<file path="config.mk">
export PLATFORM = sky130hd
export DESIGN_NAME = hdt_monitor
export DESIGN_NICKNAME = d
export VERILOG_FILES = /design/src/hw/hdt_pkg.sv /design/src/hw/hdt_monitor.sv /design/src/hw/hdt_half_period.sv
export SDC_FILE = /design/constraint.sdc
export NUM_CORES = 1
export LEC_CHECK = 0
export ABC_AREA = 0
export BUFFER_PORTS_ARGS = -buffer_cell sky130_fd_sc_hd__buf_2
export CORE_MARGIN = 8
export CORE_UTILIZATION = 52
export CTS_BUF_LIST = sky130_fd_sc_hd__clkbuf_2 sky130_fd_sc_hd__clkbuf_4 sky130_fd_sc_hd__clkbuf_8
export DETAILED_ROUTE_END_ITERATION = 10
export GPL_ROUTABILITY_DRIVEN = 0
export PLACE_DENSITY = 0.76
export SETUP_SLACK_MARGIN = 0.1
export SLEW_MARGIN = 5
export SYNTH_ARGS = -nofsm -noshare
export SYNTH_HDL_FRONTEND = slang
export SYNTH_SLANG_ARGS = --single-unit
</file>
<file path="constraint.sdc">
create_clock -name mclk -period 4.48 [get_ports mclk]
set_clock_uncertainty 0.2 [all_clocks]
set_input_delay 0.448 -clock mclk [delete_from_list [all_inputs] [get_ports mclk]]
set_output_delay 0.448 -clock mclk [all_outputs]
set_load 0.005 [all_outputs]
</file>
<file path="src/hw/hdt_pkg.sv">
package hdt_pkg;
  // timing
  localparam int unsigned CLK_HZ        = 25_000_000;
  localparam int unsigned STALL_TIME_MS = 100;
  localparam int unsigned STALL_CYC     = CLK_HZ / 1000 * STALL_TIME_MS;
  localparam int unsigned STALL_W       = 22;
  // supply lsb and headroom step, both in tenths of a microvolt
  localparam int unsigned VDD_LSB_DUV   = 1831;
  localparam int unsigned MARGIN_DUV    = 1875000;
  localparam int unsigned MARGIN_LSBS   = MARGIN_DUV / VDD_LSB_DUV;

  // register byte offsets
  localparam logic [7:0] OFS_CTRL  = 8'h00;
  localparam logic [7:0] OFS_LOOP  = 8'h04;
  localparam logic [7:0] OFS_SUP   = 8'h08;
  localparam logic [7:0] OFS_DRV   = 8'h0C;
  localparam logic [7:0] OFS_SCALE = 8'h10;
  localparam logic [7:0] OFS_BEMF  = 8'h14;
  localparam logic [7:0] OFS_STAT  = 8'h18;
  localparam logic [7:0] OFS_VDD   = 8'h1C;
  localparam logic [7:0] OFS_IMP   = 8'h20;

  // writable bits and reset values
  localparam logic [31:0] MSK_CTRL  = 32'h0000_000F;
  localparam logic [31:0] MSK_LOOP  = 32'h0000_001F;
  localparam logic [31:0] MSK_SUP   = 32'h0000_0FF3;
  localparam logic [31:0] MSK_DRV   = 32'h0000_1FFF;
  localparam logic [31:0] MSK_SCALE = 32'h0000_FFFF;
  localparam logic [31:0] MSK_BEMF  = 32'h0000_00FF;
  localparam logic [31:0] RST_CTRL  = 32'h0000_0008;
  localparam logic [31:0] RST_LOOP  = 32'h0000_0000;
  localparam logic [31:0] RST_SUP   = 32'h0000_0F01;
  localparam logic [31:0] RST_DRV   = 32'h0000_0000;
  localparam logic [31:0] RST_SCALE = 32'h0000_0000;
  localparam logic [31:0] RST_BEMF  = 32'h0000_0000;

  // field positions
  localparam int CTRL_EMB   = 0;
  localparam int CTRL_DRO   = 1;
  localparam int CTRL_DBL   = 2;
  localparam int CTRL_OFS   = 3;
  localparam int LOOP_CAP   = 0;
  localparam int LOOP_RES   = 2;
  localparam int LOOP_NBW   = 4;
  localparam int SUP_UV     = 0;
  localparam int SUP_MG     = 4;
  localparam int SUP_LS     = 8;
  localparam int SUP_HS     = 10;
  localparam int DRV_AMP    = 0;
  localparam int DRV_PK     = 8;
  localparam int STAT_PH    = 0;
  localparam int STAT_ACT   = 1;
  localparam int STAT_SHORT = 2;
  localparam int STAT_STALL = 3;
  localparam int VDD_LO     = 0;
  localparam int VDD_HI     = 8;
  localparam int IMP_LO     = 0;
  localparam int IMP_HI     = 8;

  // codes
  localparam logic [1:0]  UV_2V8      = 2'h1;
  localparam logic [1:0]  SLEW_100    = 2'h3;
  localparam logic [15:0] V2I_OFFSET  = 16'h0010;
  localparam logic [1:0]  RESP_OKAY   = 2'h0;
  localparam logic [1:0]  RESP_DECERR = 2'h3;

  typedef enum logic [1:0] {
    ST_INACT = 2'h0,
    ST_DRIVE = 2'h1,
    ST_HALT  = 2'h3
  } hdt_state_t;

  typedef struct packed {
    logic [1:0]  loopCap;
    logic [1:0]  loopRes;
    logic        loopNarrowBw;
    logic [1:0]  uvloLevel;
    logic [1:0]  lowSlew;
    logic [1:0]  highSlew;
    logic        rangeDouble;
    logic [5:0]  peakCurrent;
    logic [15:0] scaleEff;
    logic        scaleOffsetEn;
    logic        directOverride;
    logic [7:0]  directAmp;
  } hdt_cfg_t;
endpackage

</file>
<file path="src/hw/hdt_monitor.sv">
// The implementer's own choices: the AXI4-Lite slave port and the register addresses.
`timescale 1ns/1ps
`default_nettype none
module hdt_monitor
  import hdt_pkg::*;
#(
  parameter int unsigned STALL_CYCLES = STALL_CYC
) (
  // clock, reset, enable
  input  wire logic        mclk,
  input  wire logic        srst,
  input  wire logic        clkEn,
  // axi4-lite write
  input  wire logic [7:0]  s_axi_awaddr,
  input  wire logic        s_axi_awvalid,
  output logic             s_axi_awready,
  input  wire logic [31:0] s_axi_wdata,
  input  wire logic [3:0]  s_axi_wstrb,
  input  wire logic        s_axi_wvalid,
  output logic             s_axi_wready,
  output logic [1:0]       s_axi_bresp,
  output logic             s_axi_bvalid,
  input  wire logic        s_axi_bready,
  // axi4-lite read
  input  wire logic [7:0]  s_axi_araddr,
  input  wire logic        s_axi_arvalid,
  output logic             s_axi_arready,
  output logic [31:0]      s_axi_rdata,
  output logic [1:0]       s_axi_rresp,
  output logic             s_axi_rvalid,
  input  wire logic        s_axi_rready,
  // playback and sensing
  input  wire logic        playReq,
  input  wire logic        playDone,
  input  wire logic        shortDet,
  input  wire logic [7:0]  bemfLevel,
  input  wire logic [15:0] halfLen,
  input  wire logic        adcValid,
  input  wire logic [14:0] adcCode,
  input  wire logic        impValid,
  input  wire logic [9:0]  impCode,
  input  wire logic [14:0] driveDemand,
  // output stage
  output logic             driveEn,
  output logic             loopEn,
  output logic [14:0]      driveLimit,
  output hdt_cfg_t         cfg
);
  hdt_state_t  state;
  logic        awHeld;
  logic        wHeld;
  logic [7:0]  awAddr;
  logic [31:0] wData;
  logic [31:0] byteMask;
  logic        doWrite;
  logic [31:0] regCtrl;
  logic [31:0] regLoop;
  logic [31:0] regSup;
  logic [31:0] regDrv;
  logic [31:0] regScale;
  logic [31:0] regBemf;
  logic        phase;
  logic        shortF;
  logic        stallF;
  logic [14:0] vddRep;
  logic [9:0]  impRep;
  logic [STALL_W-1:0] stallCnt;
  logic        stallCond;
  logic        stallEvt;
  logic        shortEvt;
  logic        halfStart;
  logic        statClr;
  logic        autoClr;
  logic [14:0] marginCode;
  logic [14:0] ceiling;
  logic [31:0] rdMux;
  logic        rdHit;
  logic [3:0]  wStrb;

  // byte enables widened to a bit mask
  genvar gi;
  generate
    for (gi = 0; gi < 4; gi++) begin : g_lane
      assign byteMask[gi*8 +: 8] = {8{wStrb[gi]}};
    end
  endgenerate

  // write channel: address and data held independently
  // readies drop while frozen, else a handshake would be lost
  assign s_axi_awready = !awHeld && clkEn;
  assign s_axi_wready  = !wHeld && clkEn;
  assign doWrite       = awHeld && wHeld && !s_axi_bvalid;

  always_ff @(posedge mclk) begin
    if (srst) begin
      awHeld <= 1'b0;
      awAddr <= 8'h00;
    end else if (clkEn) begin
      if (s_axi_awvalid && !awHeld) begin
        awHeld <= 1'b1;
        awAddr <= s_axi_awaddr;
      end else if (doWrite) begin
        awHeld <= 1'b0;
      end
    end
  end

  always_ff @(posedge mclk) begin
    if (srst) begin
      wHeld <= 1'b0;
      wData <= 32'h0000_0000;
      wStrb <= 4'h0;
    end else if (clkEn) begin
      if (s_axi_wvalid && !wHeld) begin
        wHeld <= 1'b1;
        wData <= s_axi_wdata;
        wStrb <= s_axi_wstrb;
      end else if (doWrite) begin
        wHeld <= 1'b0;
      end
    end
  end

  always_ff @(posedge mclk) begin
    if (srst) begin
      s_axi_bvalid <= 1'b0;
      s_axi_bresp  <= RESP_OKAY;
    end else if (clkEn) begin
      if (doWrite) begin
        s_axi_bvalid <= 1'b1;
        s_axi_bresp  <= (awAddr <= OFS_IMP && awAddr[1:0] == 2'h0) ? RESP_OKAY : RESP_DECERR;
      end else if (s_axi_bready) begin
        s_axi_bvalid <= 1'b0;
      end
    end
  end

  // configuration registers, byte-lane merge
  function automatic logic [31:0] merge(input logic [31:0] old, input logic [31:0] msk);
    return ((old & ~byteMask) | (wData & byteMask)) & msk;
  endfunction

  always_ff @(posedge mclk) begin
    if (srst) begin
      regCtrl  <= RST_CTRL;
      regLoop  <= RST_LOOP;
      regSup   <= RST_SUP;
      regDrv   <= RST_DRV;
      regScale <= RST_SCALE;
      regBemf  <= RST_BEMF;
    end else if (clkEn && doWrite) begin
      if (awAddr == OFS_CTRL) regCtrl <= merge(regCtrl, MSK_CTRL);
      if (awAddr == OFS_LOOP) regLoop <= merge(regLoop, MSK_LOOP);
      if (awAddr == OFS_SUP) regSup <= merge(regSup, MSK_SUP);
      if (awAddr == OFS_DRV) regDrv <= merge(regDrv, MSK_DRV);
      if (awAddr == OFS_SCALE) regScale <= merge(regScale, MSK_SCALE);
      if (awAddr == OFS_BEMF) regBemf <= merge(regBemf, MSK_BEMF);
    end
  end

  // settings handed to the analog stage from flops
  always_ff @(posedge mclk) begin
    if (srst) begin
      cfg <= '0;
      cfg.uvloLevel     <= UV_2V8;
      cfg.lowSlew       <= SLEW_100;
      cfg.highSlew      <= SLEW_100;
      cfg.scaleOffsetEn <= 1'b1;
    end else if (clkEn) begin
      cfg.loopCap        <= regLoop[LOOP_CAP +: 2];
      cfg.loopRes        <= regLoop[LOOP_RES +: 2];
      cfg.loopNarrowBw   <= regLoop[LOOP_NBW];
      cfg.uvloLevel      <= regSup[SUP_UV +: 2];
      cfg.lowSlew        <= regSup[SUP_LS +: 2];
      cfg.highSlew       <= regSup[SUP_HS +: 2];
      cfg.rangeDouble    <= regCtrl[CTRL_DBL];
      // doubled range: the same code means twice the current
      cfg.peakCurrent    <= regCtrl[CTRL_DBL] ? {regDrv[DRV_PK +: 5], 1'b0}
                                              : {1'b0, regDrv[DRV_PK +: 5]};
      cfg.scaleEff       <= regCtrl[CTRL_OFS] ? regScale[15:0] + V2I_OFFSET
                                              : regScale[15:0];
      cfg.scaleOffsetEn  <= regCtrl[CTRL_OFS];
      cfg.directOverride <= regCtrl[CTRL_DRO];
      cfg.directAmp      <= regDrv[DRV_AMP +: 8];
    end
  end

  // playback state
  assign shortEvt  = (state == ST_DRIVE) && shortDet;
  assign stallCond = (state == ST_DRIVE) && (regBemf[7:0] != 8'h00)
                     && (bemfLevel < regBemf[7:0]);
  assign stallEvt  = stallCond && (stallCnt == STALL_W'(STALL_CYCLES - 1));
  assign driveEn   = (state == ST_DRIVE);
  assign loopEn    = (state == ST_DRIVE);

  always_ff @(posedge mclk) begin
    if (srst) begin
      state <= ST_INACT;
    end else if (clkEn) begin
      unique case (state)
        ST_INACT: begin
          // faults left standing block playback until cleared
          if (playReq && !shortF && !stallF) state <= ST_DRIVE;
        end
        ST_DRIVE: begin
          if (shortEvt || stallEvt || playDone) state <= ST_HALT;
        end
        ST_HALT: state <= ST_INACT;
        default: state <= ST_INACT;
      endcase
    end
  end

  // low back-emf run length
  always_ff @(posedge mclk) begin
    if (srst) begin
      stallCnt <= '0;
    end else if (clkEn) begin
      if (!stallCond || stallEvt) stallCnt <= '0;
      else stallCnt <= stallCnt + 1'b1;
    end
  end

  // fault flags: a new event wins over any clear
  assign autoClr = (state == ST_HALT) && regCtrl[CTRL_EMB];
  assign statClr = doWrite && (awAddr == OFS_STAT);

  always_ff @(posedge mclk) begin
    if (srst) begin
      shortF <= 1'b0;
      stallF <= 1'b0;
    end else if (clkEn) begin
      if (shortEvt) shortF <= 1'b1;
      else if (autoClr || (statClr && wData[STAT_SHORT] && byteMask[STAT_SHORT]))
        shortF <= 1'b0;
      if (stallEvt) stallF <= 1'b1;
      else if (autoClr || (statClr && wData[STAT_STALL] && byteMask[STAT_STALL]))
        stallF <= 1'b0;
    end
  end

  // half-period phase
  hdt_half_period u_half (
    .mclk      (mclk),
    .srst      (srst),
    .clkEn     (clkEn),
    .run       (state == ST_DRIVE),
    .halfLen   (halfLen),
    .halfStart (halfStart)
  );

  // one clock domain: flag is a single flop, read data registered again
  always_ff @(posedge mclk) begin
    if (srst) phase <= 1'b0;
    else if (clkEn && halfStart) phase <= !phase;
  end

  // supply and impedance reports
  always_ff @(posedge mclk) begin
    if (srst) begin
      vddRep <= 15'h0000;
      impRep <= 10'h000;
    end else if (clkEn) begin
      if (adcValid && state == ST_DRIVE) vddRep <= adcCode;
      // raw code; weight depends on range doubler
      if (impValid) impRep <= impCode;
    end
  end

  // headroom clamp in supply lsb units
  assign marginCode = 15'(regSup[SUP_MG +: 4] * MARGIN_LSBS);
  assign ceiling    = (vddRep > marginCode) ? vddRep - marginCode : 15'h0000;

  always_ff @(posedge mclk) begin
    if (srst) driveLimit <= 15'h0000;
    else if (clkEn)
      driveLimit <= (driveDemand > ceiling) ? ceiling : driveDemand;
  end

  // read path
  always_comb begin
    rdMux = 32'h0000_0000;
    rdHit = 1'b1;
    unique case (s_axi_araddr)
      OFS_CTRL:  rdMux = regCtrl;
      OFS_LOOP:  rdMux = regLoop;
      OFS_SUP:   rdMux = regSup;
      OFS_DRV:   rdMux = regDrv;
      OFS_SCALE: rdMux = regScale;
      OFS_BEMF:  rdMux = regBemf;
      OFS_STAT: begin
        rdMux[STAT_PH]    = phase;
        rdMux[STAT_ACT]   = (state != ST_INACT);
        rdMux[STAT_SHORT] = shortF;
        rdMux[STAT_STALL] = stallF;
      end
      OFS_VDD: begin
        rdMux[VDD_LO +: 7] = vddRep[6:0];
        rdMux[VDD_HI +: 8] = vddRep[14:7];
      end
      OFS_IMP: begin
        rdMux[IMP_LO +: 2] = impRep[1:0];
        rdMux[IMP_HI +: 8] = impRep[9:2];
      end
      default: rdHit = 1'b0;
    endcase
  end

  assign s_axi_arready = !s_axi_rvalid && clkEn;

  always_ff @(posedge mclk) begin
    if (srst) begin
      s_axi_rvalid <= 1'b0;
      s_axi_rdata  <= 32'h0000_0000;
      s_axi_rresp  <= RESP_OKAY;
    end else if (clkEn) begin
      if (s_axi_arvalid && !s_axi_rvalid) begin
        s_axi_rvalid <= 1'b1;
        s_axi_rdata  <= rdMux;
        s_axi_rresp  <= rdHit ? RESP_OKAY : RESP_DECERR;
      end else if (s_axi_rready) begin
        s_axi_rvalid <= 1'b0;
      end
    end
  end
endmodule
`default_nettype wire

</file>
<file path="src/hw/hdt_half_period.sv">
`timescale 1ns/1ps
`default_nettype none
module hdt_half_period
  import hdt_pkg::*;
(
  // clock and reset
  input  wire logic        mclk,
  input  wire logic        srst,
  input  wire logic        clkEn,
  // drive timing
  input  wire logic        run,
  input  wire logic [15:0] halfLen,
  output logic             halfStart
);
  logic [15:0] remain;

  // length re-sampled every half-period, so it follows the tracked period
  always_ff @(posedge mclk) begin
    if (srst) begin
      remain    <= 16'h0000;
      halfStart <= 1'b0;
    end else if (clkEn) begin
      if (!run) begin
        remain    <= 16'h0000;
        halfStart <= 1'b0;
      end else if (remain == 16'h0000) begin
        remain    <= (halfLen > 16'h0001) ? halfLen - 16'h0001 : 16'h0000;
        halfStart <= 1'b1;
      end else begin
        remain    <= remain - 16'h0001;
        halfStart <= 1'b0;
      end
    end
  end
endmodule
`default_nettype wire

</file>
After elaboration in Yosys (flattened, before gate mapping):

Cells that the tools add are included.

* input bits: 129
* register bits after elaboration: 234

* multiplexer cells: 32
* equality and inequality tests: 19
* reduce and logical (&&, ||, !) cells: 70
* bitwise gates (word level): 14
* magnitude comparators: 5
* add/sub/neg operators: 5

Operators with widths (count)
* 16-bit 2-to-1 mux: 4
* 8-bit by 5-bit equality test with 1-bit output, second input constant: 7
* 8-bit case mux with 5 select lines: 1
* 2-bit AND reduction: 18
* 16-bit bitwise AND: 2
* 8-bit by 4-bit equality test with 1-bit output, second input constant: 4
* 16-bit by 1-bit subtractor with 16-bit output, second input constant: 2
* 15-bit 2-to-1 mux: 2
* 1-bit logical AND: 24
* 22-bit by 1-bit adder with 22-bit output, second input constant: 1
* 22-bit equality test, second input constant: 1
* 22-bit 2-to-1 mux: 1
* 2-bit case mux with 9 select lines: 1
* 3-bit case mux with 6 select lines: 1
* 16-bit by 5-bit adder with 16-bit output, second input constant: 1
* 8-bit by 3-bit equality test with 1-bit output, second input constant: 2
* 16-bit by 1-bit greater-than comparator with 1-bit output, second input constant: 1
* 16-bit zero test: 1
* 8-bit zero test: 2
* 16-bit inverter: 1
* 16-bit OR: 1
* 15-bit by 14-bit greater-than comparator with 1-bit output: 1
* 15-bit greater-than comparator: 1
* 15-bit by 14-bit subtractor with 15-bit output: 1
* 29 further kinds: 64

Longest topological paths before layout:

Gate-level depths: netlist (run 1).

* word-level depth: 8
* gate-level depth with buffers: 17
* depth with buffers taken out: 15

Modules after synthesis:

From an unflattened synthesis (run 1), not the netlist that was laid out.

* cells, all modules: 1338
* area total of the unflattened synthesis: 11486.0 sq um

Modules (own cells, without submodules)
* hdt_monitor: instances 1, sequential area each 4304.1 sq um, area each 10129.7 sq um, cells an instance 1159
* hdt_half_period: instances 1, sequential area each 340.3 sq um, area each 1356.3 sq um, cells an instance 179

Worst setup path before layout (run 1):

Ideal clock, no wire load.

* path type: register to register
* start: reg with a tool-made name
* end: reg driveLimit[12]
* required time: 4.158 ns
* cell stages (with the launch flop): 16
* arrival: 3.529 ns
* clock period less this slack: 3.851 ns
* library setup time: 0.122 ns
* setup slack: 0.629 ns
* cells stage by stage: dfxtp_1 -> inv_1 -> ha_1 -> or4b_2 -> nor4_1 -> a31oi_1 -> clkbuf_1 -> nand2_1 -> ha_1 -> a21oi_1 -> o21ai_0 -> a2111oi_0 -> a21oi_1 -> clkbuf_1 -> clkbuf_1 -> o311a_1

RTL lines
* to (signal assigned): line hdt_monitor.sv:277 `driveLimit <= (driveDemand > ceiling) ? ceiling : driveDemand;`
* to (decl): line hdt_monitor.sv:46 `output logic [14:0] driveLimit,`

==> metrics.cfg, run 1 <==
[drt]
drt_iter0_drc = 920
wl_per_cell_um = 18.4
wirelength_um = 34300
ant_nets = 0
via_per_inst = 5.69
vias = 10600
drc_errors = 0
drtPass1Iterations = 5

[global_routing]
grt_pass1_vias = 10100
antenna_found_initial = 3
track_usage_pct = 24.7
grt_start_max_net_pins = 89
grt_pass1_wl_um = 53200
overflow = 0

[timing]
hold_slack_ns = 0.0288
setup_viol = 0
rsz0062_at_grt = no
fin_crit_ns = 4.06
max_slew_margin_pct = 31.4
fin_ws_ns = 0.419
hold_viol_final = 0
fmax_mhz = 246
setup_tns_ns = 0
worstMarginPinSlew_ns = 1.02
slew_violations = 0
fin_crit_sh_pct = 90.6

[cells_and_area]
final_core_util_pct = 63.4
nets = 1713
stdcell_area_sq_mm = 0.0137
area_delta_synth_final_pct = 21.4
drive_above_1_share_pct = 19.4
num-fill-cells = 1798
final_cells = 1862

[clock_tree]
cts_buffer_depth = 3
cts_buffers = 39
clock_sinks = 232
clock_latency_ns = 0.54
cts-root-buf = clkbuf_8
cts_tree = yes
clk_pin_slew_ns = 0.07
h-tree-depth = 2

[placement]
placed_cell_area_sq_mm = 0.0123
dp.cells = 1737
pre_cts_ws_ns = 0.143
dp_hpwl_um = 24700
portBuffers = 196

[worst_setup_path]
crit_family = simple AND/OR/NAND/NOR gates
path_cells = inv_1 -> ha_1 -> or4b_2 -> nor4_4 -> a31oi_4 -> nand2_1 -> ha_1 -> a21oi_1 -> o21ai_0 -> a2111oi_1 -> a21oi_1 -> buf_4 -> and3_1 -> nor4_1
slowest_delay_ns = 0.64
setup.worst_path.start_class = flip-flop
crit_slowest_cell = or4b_2
rrSetupSlack_ns = 0.42
crit_arrival_ns = 4.28
critPathKind = reg -> reg
path_buf_inv = 2
critPathMaxFanout = 21
worstSetupEndpointType = flip-flop
worstPathRequired_ns = 4.70

[floorplanning]
start_util_pct = 52.2
die_y_um = 163
core.rowCount = 54
die_x_um = 163
ioPinCount = 231
die_area_sq_mm = 0.0266
coreArea_sq_mm = 0.0216

[synth]
syn_inst = 1333
synth_edf_count = 0
synth-seq-cells = 232
seq_area_frac_synth_pct = 41.2
syn_area_per_cell_sq_um = 8.45
synth_mux_area_share_pct = 7.93
synth_top_family_by_area = simple AND/OR/NAND/NOR gates
ys.flop_type = dfxtp_1
async_reset_ff_share_pct = 0
syn_area_sq_mm = 0.0113
synthXorXnorAreaFrac_pct = 3.81
synthAdderAreaFrac_pct = 3.73
synth-compound-area-share_pct = 13.7
synth_warnings = 0
synthSimpleGateAreaFrac_pct = 24.5
ys_types = 74

[pwr]
powerDensity_mw_per_mm2 = 358
ir_worst_vdd_mv = 0.227
power.leakage_nw = 5.70
power.total_mw = 4.89

[flow_run]
maxCapViolCount = 0

[status]
status = finished, final reports clean

[worst_hold_path]
hp-class = in -> reg

## area by class of cell
| type | count | area, sq um | area share (%) |
|---|---|---|---|
| Tap cell | 280 | 350 | 2.56 |
| Timing Repair Buffer | 260 | 1600 | 11.7 |
| Clock inverter | 9 | 75.1 | 0.549 |
| Sequential cell | 232 | 4640 | 34.0 |
| Clock buffer | 60 | 757 | 5.54 |
| Multi-Input combinational cell | 990 | 6130 | 44.8 |
| Inverter | 28 | 105 | 0.769 |
| Antenna cell | 3 | 7.51 | 0.0549 |
## cell families (layout without fill, tap and decap cells)
| kind of cell | Yosys count | after routing |
|---|---|---|
| xor gates and xnor gates | 49 | 49 |
| adders and majority gates | 33 | 33 |
| other | 1 | 19 |
| AOI/OAI and AO/OA | 225 | 225 |
| DFF | 232 | 232 |
| muxes | 89 | 89 |
| and+or+nand+nor | 578 | 578 |
| buffers and inverters | 126 | 357 |
## timing repair
item | CTS | global route
buffers inserted | 0 | 0
resized for setup | 0 | 4
hold buffers | 52 | 1
hold endpoints to repair | 52 | 1
endpoints found under the setup margin | 0 | 15
## final timing paths
kind,cells after the start,endpoint,start
min reg2reg,2,awAddr[7]$_SDFFE_PP0P_,awAddr[7]$_SDFFE_PP0P_
min,2,driveLimit[14]$_SDFFE_PP0P_,driveDemand[14]
max,14,driveLimit[5]$_SDFFE_PP0P_,flip-flop
max reg2reg,14,driveLimit[5]$_SDFFE_PP0P_,flip-flop
## placed cells by master (no fill, tap or decap), types with 5 or more instances in the layout
master         instances
mux2i_1               87
nand2b_1               6
or3_1                 10
xnor2_1               16
nand3b_1               6
and2_1                 7
a211oi_1              25
nor4_1                27
o21ai_0               21
nor2_1               189
nor3b_1                5
nand4_1               16
buf_4                 12
nor3_1                36
dlygate4sd3_1         53
a22oi_1                5
a311oi_1               6
and3_1                19
conb_1                16
xor2_1                33
inv_1                 28
clkbuf_4              11
a221oi_1               8
a221o_1                5
clkbuf_8              49
clkinv_2               6
dfxtp_1              232
nand2_1              172
ha_1                  32
nand3_1               35
a211o_1               13
or4_1                  7
nor2b_1               12
buf_2                194
a21oi_1               89
## metal layers
| metal | GRT usage (%) | vias up | wire length [um] |
|---|---|---|---|
| met5 | 0.189 | - | 21 |
| met4 | 11.3 | 4 | 1340 |
| met3 | 5.90 | 95 | 3010 |
| met2 | 38.4 | 446 | 15400 |
| met1 | 32.0 | 4904 | 14500 |
| li1 | - | 5139 | - |
## cell usage after synthesis, types with 25 or more instances
cell type  instances  area, sq um
clkbuf_1          68          255
nand2_1          172          646
inv_1             28          105
nor4_1            28          175
ha_1              32          400
dfxtp_1          232         4640
mux2i_1           87          871
nor3_1            36          180
a21oi_1           89          445
a211oi_1          25          188
nand3_1           35          175
nor2_1           189          709
xor2_1            33          289
## power breakdown
group | switching (mW) | internal (mW) | leakage (nW)
combinational | 0.404 | 0.289 | 3.38
sequential | 0.0655 | 2.13 | 1.88
clock | 0.866 | 1.14 | 0.441
total | 1.34 | 3.55 | 5.70
No activity file was read; power rests on OpenSTA's default activity.
==> inputs of run 2 (changes only) <==
HOLD_SLACK_MARGIN = 0.05   (was unset)
PLACE_DENSITY = 0.79   (was 0.76)
==> run 2 against run 1 <==
  * Fmax down 1.4%
  * Critical path depth unchanged
  * Global-route usage up 0.48 points
  * Die area unchanged
  * Largest cell class unchanged
  * Largest power group unchanged
  * Highest routed layer unchanged
==> metrics.cfg, run 2 (synthesis results as in run 1) <==
[flow_run]
maxCapViolCount = 0  ; unchanged

[worst_setup_path]
regToRegEndpoint = driveLimit[7]$_SDFFE_PP0P_
worstPathRequired_ns = 4.69  ; about the same
worstSetupEndpointType = flip-flop
critPathMaxFanout = 24  ; +14%
rr_worst_depth = 14  ; unchanged
setup.worst_path.start_class = flip-flop
critPathKind = reg -> reg
crit_arrival_ns = 4.33  ; +0.05 ns
rrSetupSlack_ns = 0.36  ; -0.06 ns

[timing]
fin_crit_sh_pct = 91.9  ; +1.3 points
setup_viol = 0  ; unchanged
setup_tns_ns = 0  ; unchanged
max_slew_margin_pct = 20.1  ; -11 points
worstMarginPinSlew_ns = 1.19  ; +0.172 ns
fin_ws_ns = 0.363  ; -0.0563 ns
slew_violations = 0  ; unchanged
rsz0062_at_grt = no
fmax_mhz = 243  ; -1.4%
hold_viol_final = 0  ; unchanged
fin_crit_ns = 4.12  ; +0.0563 ns

[worst_hold_path]
hp-class = in -> reg
min_to = awAddr[4]$_SDFFE_PP0P_
worstHoldPathCells = 3  ; +1
hold_start = s_axi_awvalid

[global_routing]
overflow = 0  ; unchanged
grt_pass1_wl_um = 54400  ; +2.2%
grt_pass1_vias = 10600  ; +4.6%
grt_start_max_net_pins = 116  ; +30%
track_usage_pct = 25.2  ; +0.48 points
antenna_found_initial = 5  ; +2

[pwr]
comb_power_share_pct = 14.6  ; +0.4 points
pwr-share-clk_pct = 39.9  ; -1.1 points
p_seq_share_pct = 45.5  ; +0.6 points
ir_worst_vdd_mv = 0.235  ; +3.6%
power.total_mw = 4.83  ; -1.3%
intPower_mw = 3.50  ; -1.6%
power.leakage_nw = 5.71  ; +0.10%
switching_share_pct = 27.5  ; +0.21 points
powerDensity_mw_per_mm2 = 353  ; -1.4%
p_switching_mw = 1.33  ; -0.53%

[drt]
vias = 10800  ; +2.2%
drt_iter0_drc = 961  ; +4.5%
via_per_inst = 5.80  ; +2.0%
wl_per_cell_um = 18.8  ; +2.0%
drc_errors = 0  ; unchanged
ant_nets = 0  ; unchanged
drtPass1Iterations = 7  ; +2
wirelength_um = 35000  ; +2.2%

[clock_tree]
clock_latency_ns = 0.53  ; about the same
cts-root-buf = clkbuf_8
cts_tree = yes
cts_buffers = 39  ; unchanged
cts_buffer_depth = 3  ; unchanged
h-tree-depth = 2  ; unchanged
clock_sinks = 232  ; unchanged
clk_pin_slew_ns = 0.07  ; about the same

[floorplanning]
die_y_um = 163  ; unchanged
ioPinCount = 231  ; unchanged
die_area_sq_mm = 0.0266  ; unchanged
die_x_um = 163  ; unchanged
core.rowCount = 54  ; unchanged
coreArea_sq_mm = 0.0216  ; unchanged
start_util_pct = 52.2  ; unchanged

[status]
status = finished, final reports clean

[cells_and_area]
final_common_cell = dfxtp_1
nets = 1718  ; +0.29%
drive_above_1_share_pct = 19.3  ; -0.10 points
layout_common_cells = dfxtp_1, buf_2, nor2_1
seq_area_sq_mm = 0.00464  ; unchanged
stdcell_area_sq_mm = 0.0137  ; +0.10%
area_delta_synth_final_pct = 21.6
num-fill-cells = 1822  ; +1.3%
multiInputGateArea_sq_mm = 0.00614  ; about the same

[placement]
portBuffers = 196  ; unchanged
placed_cell_area_sq_mm = 0.0123  ; unchanged
pre_cts_ws_ns = 0.145  ; +0.00151 ns
dp_hpwl_um = 24700  ; +0.29%

## run 2: cell count changes in the layout (fill, tap and decap cells not counted), sizes merged
cell,change
inv,+1
clkbuf,-3
dlygate4sd3,+5
clkinvlp,-1
clkinv,+1
## run 2: cell type report
type | instances | area share, %
Tap cell | 280 | 2.56
Timing Repair Buffer | 265 | 12.1
Inverter | 28 | 0.768
Antenna cell | 3 | 0.0548
Multi-Input combinational cell | 990 | 44.8
Sequential cell | 232 | 33.9
Clock inverter | 10 | 0.594
Clock buffer | 57 | 5.18
## run 2: per-layer routing
layer  wire (um)  up-vias  track usage [%]
met5          31        -                0
met4        1130        6             10.1
met3        3100       93             6.10
met2       16500      510             40.8
met1       14300     5069             31.8
li1            -     5139                -
## run 2: power by group through the flow
| stage | sequential [mW] | clock [mW] | combinational, mW |
|---|---|---|---|
| 2_1_floorplan | 2.22 | 0 | 0.475 |
| 3_3_place_gp | 2.23 | 0 | 0.631 |
| 3_5_place_dp | 2.24 | 0 | 0.646 |
| 4_1_cts | 2.19 | 1.94 | 0.691 |
| 5_1_grt | 2.20 | 2.04 | 0.767 |
| 6_report | 2.19 | 1.93 | 0.704 |
## run 2: worst max path at each step
stage,from,to,depth (start not counted)
after global routing,flip-flop,driveLimit[7]$_SDFFE_PP0P_,14
final,flip-flop,driveLimit[7]$_SDFFE_PP0P_,14
after floorplan,flip-flop,driveLimit[12]$_SDFFE_PP0P_,15
after detailed placement,flip-flop,driveLimit[7]$_SDFFE_PP0P_,14
after global placement,flip-flop,driveLimit[11]$_SDFFE_PP0P_,14
after CTS,flip-flop,driveLimit[7]$_SDFFE_PP0P_,14
## run 2: stage by stage
step | hold WS (ns) | util [%] | std cells
after floorplan | 0.236 | - | 1348
after global placement | 0.244 | 56.9 | 1737
after detailed placement | 0.246 | 56.9 | 1737
after CTS | 0.0515 | 63.3 | 1862
after global routing | 0.0539 | 63.5 | 1864
final | 0.0692 | 63.5 | 1865
## run 2: timing repair
action | 4_1_cts | 5_1_grt
setup endpoints to repair | 1 | 14
pin swaps | 0 | 1
resized for setup | 1 | 5
hold buffers | 58 | 0
buffers inserted | 0 | 0
hold endpoints to repair | 58 | 0
## run 2: worst max-delay path, cell delays in order (launching register included)
cell	delay [ns]
dfxtp_1	0.37
inv_1	0.07
ha_1	0.35
or4b_2	0.64
nor4_4	0.32
a31oi_4	0.13
nand2_1	0.17
ha_1	0.28
a21oi_1	0.12
o21ai_0	0.14
a2111oi_2	0.35
a21oi_1	0.13
buf_4	0.22
and3_1	0.22
nor4_1	0.30
==> inputs of run 3 (changes only) <==
CTS_BUF_LIST = sky130_fd_sc_hd__clkbuf_4 sky130_fd_sc_hd__clkbuf_8   (was sky130_fd_sc_hd__clkbuf_2 sky130_fd_sc_hd__clkbuf_4 sky130_fd_sc_hd__clkbuf_8)
GPL_ROUTABILITY_DRIVEN = unset   (was 0)
==> run 3 against run 2 <==
  * Via count is essentially flat
  * Power is 4.6% higher
  * Combinational power is essentially flat
  * Register-to-register slack gained 0.05 ns
  * Fmax up 1.3%
  * Cell count rose by 0.86%
  * Routed wire length down 1.3%
  * Critical path type unchanged
  * Critical endpoint is now driveLimit[13]$_SDFFE_PP0P_
  * Largest cell class unchanged
==> metrics.cfg, run 3 (synthesis results as in run 1) <==
[status]
status = finished, final reports clean

[drt]
vias = 10800  ; -0.065%
wl_per_cell_um = 18.4  ; -2.1%
via_per_inst = 5.75  ; -0.91%
wirelength_um = 34600  ; -1.3%
drc_errors = 0  ; unchanged
ant_nets = 0  ; unchanged
drt_iter0_drc = 983  ; +2.3%
drtPass1Iterations = 5  ; -2

[cells_and_area]
area_delta_synth_final_pct = 23.4
layout_common_cells = dfxtp_1, buf_2, nor2_1
nets = 1729  ; +0.64%
final_common_cell = dfxtp_1
num-fill-cells = 1718  ; -5.7%
multiInputGateArea_sq_mm = 0.00611  ; -0.39%
drive_above_1_share_pct = 19.3  ; +0.069 points
final_core_util_pct = 64.5  ; +0.96 points
seq_area_sq_mm = 0.00464  ; unchanged
stdcell_area_sq_mm = 0.0139  ; +1.5%

[placement]
portBuffers = 196  ; unchanged
pre_cts_ws_ns = 0.455  ; +0.310 ns
dp_hpwl_um = 24500  ; -1.1%
routabilityCongestion = 0.919
placed_cell_area_sq_mm = 0.0123  ; unchanged

[timing]
fin_crit_ns = 4.07  ; -0.0518 ns
worstMarginPinSlew_ns = 1.22  ; +0.0276 ns
max_slew_margin_pct = 18.2  ; -1.9 points
setup_tns_ns = 0  ; unchanged
slew_violations = 0  ; unchanged
rsz0062_at_grt = no
fin_ws_ns = 0.415  ; +0.0518 ns
setup_viol = 0  ; unchanged
fmax_mhz = 246  ; +1.3%
fin_crit_sh_pct = 90.7  ; -1.2 points
hold_viol_final = 0  ; unchanged

[worst_hold_path]
worstHoldPathCells = 3  ; unchanged
hp-class = in -> reg
min_to = awAddr[2]$_SDFFE_PP0P_
hold_start = s_axi_awvalid

[floorplanning]
die_area_sq_mm = 0.0266  ; unchanged
ioPinCount = 231  ; unchanged
die_x_um = 163  ; unchanged
die_y_um = 163  ; unchanged
coreArea_sq_mm = 0.0216  ; unchanged
start_util_pct = 52.2  ; unchanged
core.rowCount = 54  ; unchanged

[worst_setup_path]
critPathMaxFanout = 19  ; -21%
critPathKind = reg -> reg
rrSetupSlack_ns = 0.41  ; +0.05 ns
setup.worst_path.start_class = flip-flop
worstSetupEndpointType = flip-flop
worstPathRequired_ns = 4.71  ; +0.02 ns
crit_arrival_ns = 4.30  ; -0.03 ns
regToRegEndpoint = driveLimit[13]$_SDFFE_PP0P_
rr_worst_depth = 14  ; unchanged

[pwr]
ir_worst_vdd_mv = 0.290  ; +23%
comb_power_share_pct = 13.9  ; -0.7 points
power.leakage_nw = 5.79  ; +1.4%
p_switching_mw = 1.35  ; +1.7%
switching_share_pct = 26.8  ; -0.77 points
powerDensity_mw_per_mm2 = 363  ; +3.0%
p_seq_share_pct = 43.5  ; -2.0 points
pwr-share-clk_pct = 42.6  ; +2.7 points
intPower_mw = 3.70  ; +5.7%

[global_routing]
grt_pass1_vias = 10400  ; -1.3%
track_usage_pct = 25.0  ; -0.20 points
grt_start_max_net_pins = 110  ; -5.2%
antenna_found_initial = 5  ; unchanged
overflow = 0  ; unchanged
grt_pass1_wl_um = 54200  ; -0.46%

[clock_tree]
cts_buffer_depth = 3  ; unchanged
cts_tree = yes
cts_buffers = 40  ; +2.6%
clock_sinks = 232  ; unchanged
clk_pin_slew_ns = 0.06  ; about the same
clock_latency_ns = 0.54  ; about the same
h-tree-depth = 2  ; unchanged
cts_setup_buffers = 0  ; unchanged
cts-root-buf = clkbuf_8

[flow_run]
maxCapViolCount = 0  ; unchanged

==> run 3: what timing repair did <==
action / in CTS / in global routing
hold buffers: 68 / 0
resized for setup: 0 / 3
endpoints found under the hold margin: 60 / 0
endpoints found under the setup margin: 0 / 15
==> run 3: power groups by stage <==
| stage | clock (mW) | sequential, mW | combinational, mW |
|---|---|---|---|
| 3_3_place_gp | 0 | 2.23 | 0.636 |
| 3_5_place_dp | 0 | 2.24 | 0.645 |
| 6_report | 2.15 | 2.19 | 0.701 |
| 2_1_floorplan | 0 | 2.22 | 0.475 |
| 5_1_grt | 2.27 | 2.20 | 0.767 |
| 4_1_cts | 2.18 | 2.19 | 0.693 |
==> run 3: layout make-up <==
cell class | instances | share of cell area (%)
multi-input cells | 990 | 44.0
flip-flops and latches | 232 | 33.4
repair buffers | 275 | 12.6
clock buffers | 61 | 5.82
well taps | 280 | 2.52
clock inverters | 11 | 0.801
inverters | 28 | 0.756
diodes | 4 | 0.0720
==> run 3: worst max path at each step <==
| stage | start | cells after the start | endpoint | slack (ns) |
|---|---|---|---|---|
| 4_1_cts | flip-flop | 15 | driveLimit[13]$_SDFFE_PP0P_ | 0.40 |
| 3_3_place_gp | flip-flop | 15 | driveLimit[5]$_SDFFE_PP0P_ | 0.52 |
| 5_1_grt | flip-flop | 15 | driveLimit[13]$_SDFFE_PP0P_ | 0.14 |
| 2_1_floorplan | flip-flop | 15 | driveLimit[12]$_SDFFE_PP0P_ | 0.63 |
| 3_5_place_dp | flip-flop | 14 | driveLimit[1]$_SDFFE_PP0P_ | 0.46 |
| 6_report | flip-flop | 14 | driveLimit[13]$_SDFFE_PP0P_ | 0.41 |
==> run 3: metal layers <==
metal,vias to the layer above,global-route usage [%],part of all wire (%)
li1,5167,-,-
met4,2,9.80,3.2
met5,-,0,0.029
met2,469,41.3,47
met3,80,5.42,8.0
met1,5092,31.4,42
==> run 3: critical path: stages (launching register included) <==
cell       delay [ns]
dfxtp_1          0.37
inv_1            0.06
ha_1             0.35
or4b_2           0.59
nor4_1           0.35
a31oi_2          0.18
nand2_1          0.18
ha_1             0.27
a21oi_1          0.13
o21ai_0          0.16
a2111oi_2        0.32
a21oi_1          0.14
buf_4            0.21
nand2b_1         0.17
a311oi_1         0.29
==> run 3: metrics by stage <==
step,power (mW),hold WS (ns),std cells
global placement,2.87,0.245,1737
CTS,5.07,0.0506,1877
floorplan,2.69,0.236,1348
global route,5.24,0.0732,1880
finish,5.05,0.0656,1881
detailed placement,2.88,0.252,1737
